$ cat src/logic/usprx_pkg.sv
// Package with opcodes, cycle counts and carrier structs for the exec block.
package usprx_pkg;
  localparam logic [7:0] OP_PUSH_DOWN = 8'h82;
  localparam logic [7:0] OP_PUSH_UP = 8'h83;
  localparam logic [7:0] OP_CARRY_CLR = 8'hcf;
  localparam logic [7:0] OP_PROC_RET = 8'haf;
  localparam logic [3:0] CYC_PUSH = 4'h8;
  localparam logic [3:0] CYC_CLR = 4'h4;
  localparam logic [3:0] CYC_RET_INT = 4'h8;
  localparam logic [3:0] CYC_RET_EXT = 4'ha;
  localparam logic [15:0] SP_RET_STEP = 16'h0002;
  localparam int FLAG_CARRY_POS = 7;
  localparam logic [7:0] FLAGS_RST = 8'h00;
  localparam logic [15:0] PC_RST = 16'h0000;
  localparam logic [15:0] SP_RST = 16'h0000;

  typedef struct packed {
    logic [7:0] opcode;
    logic [7:0] dst;
    logic [7:0] src;
  } usprx_instr_t;

  typedef struct packed {
    logic we;
    logic [7:0] addr;
    logic [7:0] data;
  } usprx_rf_wr_t;

  typedef enum logic [3:0] {
    ST_IDLE = 4'b0000,
    ST_PTR_RD = 4'b0001,
    ST_PTR_WB = 4'b0011,
    ST_SRC_RD = 4'b0010,
    ST_DATA_WR = 4'b0110,
    ST_RET_HI = 4'b0111,
    ST_RET_LO = 4'b0101,
    ST_WAIT = 4'b0100,
    ST_DONE = 4'b1100
  } usprx_state_t;
endpackage

$ cat src/logic/usprx_exec.sv
// Executes user stack pushes, carry clear and procedure return.
// Contract
// RL1 - Decrementing push: pointer register minus one first
// RL2 - Then store source at new pointer address
// RL3 - Incrementing push: pointer register plus one first
// RL4 - Then store source at new pointer address
// RL5 - Pushes and return leave flags unchanged
// RL6 - Carry clear zeroes carry, other flags kept
// RL7 - Return pops PC high first, SP plus two
// RL8 - Next fetch from the new PC
// RL9 - Return takes eight, or ten cycles
// RL10 - PC low read from stack location plus one
`timescale 1ns/1ps
module usprx_exec
(
  input wire logic sys_clk,
  input wire logic sys_rst,
  input wire logic instr_valid,
  input wire usprx_pkg::usprx_instr_t instr,
  input wire logic stack_external,
  input wire logic [7:0] stack_rd_data,
  output logic busy,
  output logic done,
  output logic [7:0] flags,
  output logic [15:0] pc,
  output logic [15:0] sp,
  output logic fetch_req,
  output logic [15:0] fetch_addr,
  output logic [15:0] stack_rd_addr,
  output logic [7:0] rf_dbg_data
);
  ////////////////////////////////////////////////////////////////////////
  usprx_pkg::usprx_state_t state_r;
  usprx_pkg::usprx_state_t state_nxt;
  usprx_pkg::usprx_instr_t ins_r;
  usprx_pkg::usprx_rf_wr_t wr;
  logic [3:0] cyc_r;
  logic [3:0] cyc_len_r;
  logic [7:0] ptr_r;
  logic [7:0] flags_r;
  logic [15:0] pc_r;
  logic [15:0] sp_r;
  logic [7:0] ret_hi_r;
  logic busy_r;
  logic done_r;
  logic fetch_r;
  logic [15:0] stk_addr_r;
  logic [7:0] rd_addr;
  logic [7:0] rd_data;
  wire logic is_down;
  wire logic is_up;
  wire logic is_clr;
  wire logic is_ret;
  wire logic start;
  wire logic last_cyc;
  wire logic [7:0] ptr_new;

  assign is_down = instr.opcode == usprx_pkg::OP_PUSH_DOWN;
  assign is_up = instr.opcode == usprx_pkg::OP_PUSH_UP;
  assign is_clr = instr.opcode == usprx_pkg::OP_CARRY_CLR;
  assign is_ret = instr.opcode == usprx_pkg::OP_PROC_RET;
  // Requests seen while busy are dropped; the fetch path waits for done.
  assign start = instr_valid && !busy_r && (is_down || is_up || is_clr
    || is_ret);
  assign last_cyc = cyc_r == cyc_len_r - 4'h1;
  // RL1 RL3 pointer step
  assign ptr_new = (ins_r.opcode == usprx_pkg::OP_PUSH_DOWN) ?
    rd_data - 8'h01 : rd_data + 8'h01;

  // Read address follows state; pointer, then source operand.
  // A source equal to the pointer register reads the stepped pointer.
  assign rd_addr = (state_r == usprx_pkg::ST_PTR_RD) ? ins_r.dst : ins_r.src;

  // One write port serves the pointer write-back and the data store.
  always_comb
  begin
    wr = '0;
    if (state_r == usprx_pkg::ST_PTR_WB)
    begin
      // RL1 RL3 pointer written back
      wr.we = 1'b1;
      wr.addr = ins_r.dst;
      wr.data = ptr_new;
    end
    else if (state_r == usprx_pkg::ST_DATA_WR)
    begin
      // RL2 RL4 store at pointer
      wr.we = 1'b1;
      wr.addr = ptr_r;
      wr.data = rd_data;
    end
  end

  ////////////////////////////////////////////////////////////////////////
  always_comb
  begin
    state_nxt = state_r;
    unique case (state_r)
      usprx_pkg::ST_IDLE:
        if (start)
          state_nxt = (is_down || is_up) ? usprx_pkg::ST_PTR_RD :
            is_ret ? usprx_pkg::ST_RET_HI : usprx_pkg::ST_WAIT;
      usprx_pkg::ST_PTR_RD: state_nxt = usprx_pkg::ST_PTR_WB;
      usprx_pkg::ST_PTR_WB: state_nxt = usprx_pkg::ST_SRC_RD;
      usprx_pkg::ST_SRC_RD: state_nxt = usprx_pkg::ST_DATA_WR;
      usprx_pkg::ST_DATA_WR: state_nxt = usprx_pkg::ST_WAIT;
      usprx_pkg::ST_RET_HI: state_nxt = usprx_pkg::ST_RET_LO;
      usprx_pkg::ST_RET_LO: state_nxt = usprx_pkg::ST_WAIT;
      usprx_pkg::ST_WAIT:
        if (last_cyc)
          state_nxt = usprx_pkg::ST_DONE;
      usprx_pkg::ST_DONE: state_nxt = usprx_pkg::ST_IDLE;
      default: state_nxt = usprx_pkg::ST_IDLE;
    endcase
  end

  ////////////////////////////////////////////////////////////////////////
  always_ff @(posedge sys_clk)
  begin
    if (sys_rst)
    begin
      state_r <= usprx_pkg::ST_IDLE;
      cyc_r <= 4'h0;
      cyc_len_r <= 4'h0;
      busy_r <= 1'b0;
      done_r <= 1'b0;
      ins_r <= '0;
    end
    else
    begin
      state_r <= state_nxt;
      done_r <= state_r == usprx_pkg::ST_DONE;
      if (state_r == usprx_pkg::ST_IDLE && start)
      begin
        ins_r <= instr;
        busy_r <= 1'b1;
        cyc_r <= 4'h1;
        // RL9 return length
        cyc_len_r <= is_ret ? (stack_external ? usprx_pkg::CYC_RET_EXT :
          usprx_pkg::CYC_RET_INT) : is_clr ? usprx_pkg::CYC_CLR :
          usprx_pkg::CYC_PUSH;
      end
      // Busy drops on the done edge, so a new take can follow at once.
      else if (state_r == usprx_pkg::ST_DONE)
      begin
        busy_r <= 1'b0;
      end
      else if (busy_r && !last_cyc)
      begin
        cyc_r <= cyc_r + 4'h1;
      end
    end
  end

  // The instruction occupies cyc_len cycles counted from the start edge.
  always_ff @(posedge sys_clk)
  begin
    if (sys_rst)
    begin
      flags_r <= usprx_pkg::FLAGS_RST;
      pc_r <= usprx_pkg::PC_RST;
      sp_r <= usprx_pkg::SP_RST;
      ptr_r <= 8'h00;
      ret_hi_r <= 8'h00;
      stk_addr_r <= 16'h0000;
      fetch_r <= 1'b0;
    end
    else
    begin
      fetch_r <= 1'b0;
      // A carry clear needs no datapath, so it only waits out its length.
      // RL6 carry forced low
      if (state_r == usprx_pkg::ST_IDLE && start && is_clr)
        flags_r[usprx_pkg::FLAG_CARRY_POS] <= 1'b0;
      if (state_r == usprx_pkg::ST_PTR_WB)
        ptr_r <= ptr_new;
      // RL7 high byte at SP
      if (state_r == usprx_pkg::ST_IDLE && start && is_ret)
        stk_addr_r <= sp_r;
      // The stack answer is taken combinationally, one address a cycle.
      if (state_r == usprx_pkg::ST_RET_HI)
      begin
        ret_hi_r <= stack_rd_data;
        // RL10 low byte above
        stk_addr_r <= sp_r + 16'h0001;
      end
      if (state_r == usprx_pkg::ST_RET_LO)
      begin
        pc_r <= {ret_hi_r, stack_rd_data};
        // RL7 pointer plus two
        sp_r <= sp_r + usprx_pkg::SP_RET_STEP;
      end
      // RL8 fetch from new PC
      if (state_r == usprx_pkg::ST_DONE &&
          ins_r.opcode == usprx_pkg::OP_PROC_RET)
        fetch_r <= 1'b1;
    end
  end

  ////////////////////////////////////////////////////////////////////////
  // RL5 flags untouched otherwise
  assign flags = flags_r;
  assign pc = pc_r;
  assign sp = sp_r;
  assign busy = busy_r;
  assign done = done_r;
  assign fetch_req = fetch_r;
  assign fetch_addr = pc_r;
  assign stack_rd_addr = stk_addr_r;
  assign rf_dbg_data = ptr_r;

  ////////////////////////////////////////////////////////////////////////
  // The register file is cleared at reset, so user stacks start known.
  usprx_regfile u_rf
  (
    .clk(sys_clk),
    .rst(sys_rst),
    .wr(wr),
    .rd_addr(rd_addr),
    .rd_data(rd_data)
  );
endmodule // usprx_exec

$ cat src/logic/usprx_regfile.sv
// Register file with one write port and one registered read port.
`timescale 1ns/1ps
module usprx_regfile
(
  input wire logic clk,
  input wire logic rst,
  input wire usprx_pkg::usprx_rf_wr_t wr,
  input wire logic [7:0] rd_addr,
  output logic [7:0] rd_data
);
  logic [7:0] mem [0:255];

  // Clearing every word at reset trades flops for known user stacks.
  always_ff @(posedge clk)
  begin
    if (rst)
    begin
      for (int i = 0; i < 256; i++)
      begin
        mem[i] <= 8'h00;
      end
    end
    else if (wr.we)
    begin
      mem[wr.addr] <= wr.data;
    end
    rd_data <= mem[rd_addr];
  end
endmodule // usprx_regfile

$ cat config.mk
export PLATFORM = sky130hd
export DESIGN_NAME = usprx_exec
export DESIGN_NICKNAME = d
export VERILOG_FILES = /design/src/logic/usprx_pkg.sv /design/src/logic/usprx_exec.sv /design/src/logic/usprx_regfile.sv
export SDC_FILE = /design/constraint.sdc
export NUM_CORES = 2
export LEC_CHECK = 0
export ABC_AREA = 1
export ABC_CLOCK_PERIOD_IN_PS = 9450
export BUFFER_PORTS_ARGS = -buffer_cell sky130_fd_sc_hd__clkbuf_2
export CAP_MARGIN = 10
export CELL_PAD_IN_SITES_DETAIL_PLACEMENT = 0
export CELL_PAD_IN_SITES_GLOBAL_PLACEMENT = 1
export CORE_AREA = 2 2 446 448
export DETAILED_ROUTE_END_ITERATION = 10
export DIE_AREA = 0 0 448 450
export PLACE_DENSITY_LB_ADDON = 0.2
export REMOVE_ABC_BUFFERS = 1
export SLEW_MARGIN = 5
export SYNTH_ARGS = -nofsm -noshare
export SYNTH_HDL_FRONTEND = slang
export SYNTH_SLANG_ARGS = --single-unit
$ cat constraint.sdc
create_clock -name sys_clk -period 9.45 [get_ports sys_clk]
set_input_delay 0.4725 -clock sys_clk [delete_from_list [all_inputs] [get_ports sys_clk]]
set_output_delay 0.4725 -clock sys_clk [all_outputs]
set_load 0.01 [all_outputs]
==> metrics.txt <==
final wirelength=around 320000 um; CP endpoint kind=flip-flop; Layout Nets=11.77k; initial antenna violation count=7; worst min path class=input port to flip-flop; CTS tree=built; post-synthesis cell type count=38; final hold violations=0; cell with the largest stage delay on the worst path=nand2_4; # clock sinks=approximately 2.2k; IO Count=119; area share of the largest cell type after synthesis=around three fifths; H-tree levels=4; Worst slew margin=11.74%; CP Cell Sequence=nor2_1, nand2_2, nand2_4, nand2_4, buf_12, buf_12, nand2_1, nand2_1, nand2_1, nand3_1, nand3_1, nand3_1, nand3_1, nand3_1, nand3_1, nand2_1; grt met3 use=5.518%; Num CTS Buffers=between 200 and 250; Placed Area=0.1060 mm2; post-CTS sizing=0; largest net degree at the start of global routing=195; Setup Viol. Count Final=0; Synth area leader=edfxtp_1; setup_tns=0 ns; Worst EP required=10.26 ns; sequential share of the synthesized area=61.24%; cell area after layout=between 0.1 and 0.15 mm2; area grow syn2layout=8.988%; Congestion Overflow GR=0; post-route ant nets=0; GRT Total Usage=about 31%; GRT met1 Usage=42.35%; CP Launch Type=flip-flop; # port buffers=109; Die Outline Area=0.2016 mm2; Slew Viols, Final=0; Die Span Y=around 450 um; hpwl dp=187900 um; Mapped Area=0.1040 mm2; most common cell after layout, fill and taps aside=nand2_1; Core ar.=0.1966 mm2; Crit Path Class=flip-flop to flip-flop; clk root buf=clkbuf_16; vias in the first global route=76.22k; clk slew on worst S/H paths=0.06 ns; GP Congestion=0.8877; most frequent cells in the layout=nand2_1 (2980), nor2_1 (2168), edfxtp_1 (2048), nand3_1 (1773), inv_1 (1675); Final Util=between 50% and 60%; status=finished, final reports clean; Starting Density=52.89%; largest stage delay on the critical path=0.66 ns; 1st-iter DRT viols=between 9k and 10k; Setup WS pre-CTS=3.888 ns; Non-Filler Instances=~15k; CP dominant cell by count=nand3_1; Lkg Pwr=about 46 nW; setup ws final=3.726 ns; router iterations before antenna repair=6; Worst VDD drop=0.1509 mV; chip width=448 um; Worst-Margin Slew=1.319 ns; dominant cells by area after synthesis=edfxtp_1 (59%), nand2_1 (11%), nand3_1 (8.5%); Period minus WS final=5.724 ns; Final period util=60.58%; drt via density=5.526; unrepaired setup endpoints after global routing=false; met2 Track Usage GR=50.01%; Yosys reg bits=~2.2k; # rows=roughly 160; Vias=slightly above 80k; Cells after DPL=14.11k; crit path max fanout=136; busiest grt layer=met2; clock tree buffer depth=3; Post-Synthesis Cells=12.02k; CP arrival=6.53 ns; Clock Latency Late Sink=roughly 0.88 ns; syn_area_per_cell=8.652 um2; share of post-route cells with drive strength above 1=5.786%; Max-Cap Viols=0; Power Dens Cells=179.8 mW/mm2; drc violations=0; first-pass GRT wire length=472800 um; Fmax achieved=174.7 MHz; Max Clock Skew=0.04125 ns; yosys warns=0; wire per inst=21.82 um
==> repair_timing <==
item / 4_1_cts / 5_1_grt
hold endpoints to repair: 38 / 0
buffers inserted: 0 / 0
hold buffers: 29 / 0
setup endpoints to repair: 0 / 0
==> flip-flops by register name, indices dropped and copies added, names as in the netlist, 4 cells and up <==
signal,flops
state_r,4
rf_dbg_data,8
sp,15
cyc_r,4
stack_rd_addr,16
ins_r,24
u_rf.rd_data,8
fetch_addr,16
ret_hi_r,8
u_rf.mem,2048
==> metal layers <==
| layer | part of all wire (%) | vias to the layer above |
|---|---|---|
| met3 | 9.1 | 585 |
| met5 | 0.0028 | - |
| met1 | 40 | 38820 |
| li1 | - | 37510 |
| met4 | 4.0 | 2 |
| met2 | 47 | 3500 |
==> path summary, 6_finish.rpt <==
path | start | end | slack (ns) | cells after the start
worst max register to register | state_r[1]$_SDFFE_PP0P_ | u_rf.rd_data[3]$_DFF_P_ | 3.73 | 16
worst min-delay path | instr[20] | cyc_len_r[1]$_SDFFE_PP0P_ | 0.12 | 4
worst max-delay path | state_r[1]$_SDFFE_PP0P_ | u_rf.rd_data[3]$_DFF_P_ | 3.73 | 16
worst min register to register | ins_r[22]$_SDFFE_PP0P_ | ins_r[22]$_SDFFE_PP0P_ | 0.45 | 2
==> final cells by class <==
type,count,area [um2]
Fill cell,17640,83280
Sequential cell,2157,63680
Multi-Input combinational cell,7298,30530
Inverter,1801,6830
Clock buffer,287,5954
Tap cell,2640,3303
Timing Repair Buffer,242,1904
Clock inverter,123,1117
Antenna cell,3,7.507
==> worst max-delay path, delay by kind of cell, from the launching register on <==
family / cells / cell delay, ns
buffers and inverters: 2 / 1.04
flip-flops: 1 / 0.38
AND/OR/NAND/NOR: 14 / 3.93
==> cells by family (layout without fill, tap and decap cells) <==
family | count (synthesis) | after routing | synth area share, %
compound gates | 289 | 289 | 1.543
xor+xnor | 7 | 7 | 0.05896
fa+ha+maj | 10 | 10 | 0.1276
buf+inv | 2571 | 2453 | 9.555
flops | 2157 | 2157 | 61.24
other cells | 1 | 12 | 0.003606
simple gates | 6983 | 6983 | 27.47
==> power by group <==
group / internal, mW / switching [mW]
Clock: 4.91 / 3.76
Sequential: 10.8 / 0.113
Combinational: 0.202 / 0.564
==> cells in the mapped netlist <==
master     count
nand2_1     2984
nor2_1      2172
edfxtp_1    2048
nand3_1     1774
inv_1       1689
clkbuf_1     533
o21ai_0      156
buf_2        153
dfxtp_1      109
inv_2        108
a21oi_1       63
buf_1         59
o211ai_1      47
buf_4         25
nor2_2        21
nor3_1        15
o21ai_1       10
ha_1           9
nor3b_1        5
clkinv_1       4
nand4_1        4
xor2_1         4
o21ai_2        3
or2_2          3
xnor2_1        3
nor2_4         2
nor4_1         2
o21a_1         2
o22ai_1        2
a2111oi_0      1
a211oi_1       1
a311oi_1       1
a31oi_1        1
conb_1         1
fa_1           1
nand2_2        1
o21bai_1       1
o22ai_2        1
==> per-stage QoR <==
step	hold WS, ns	power [mW]
6_report	0.1169	20.38
3_5_place_dp	0.4460	11.88
3_3_place_gp	0.4380	11.86
4_1_cts	0.06648	20.43
2_1_floorplan	0.4229	11.73
5_1_grt	0.1166	20.93
Note: power is estimated with default switching activity, not from simulation.
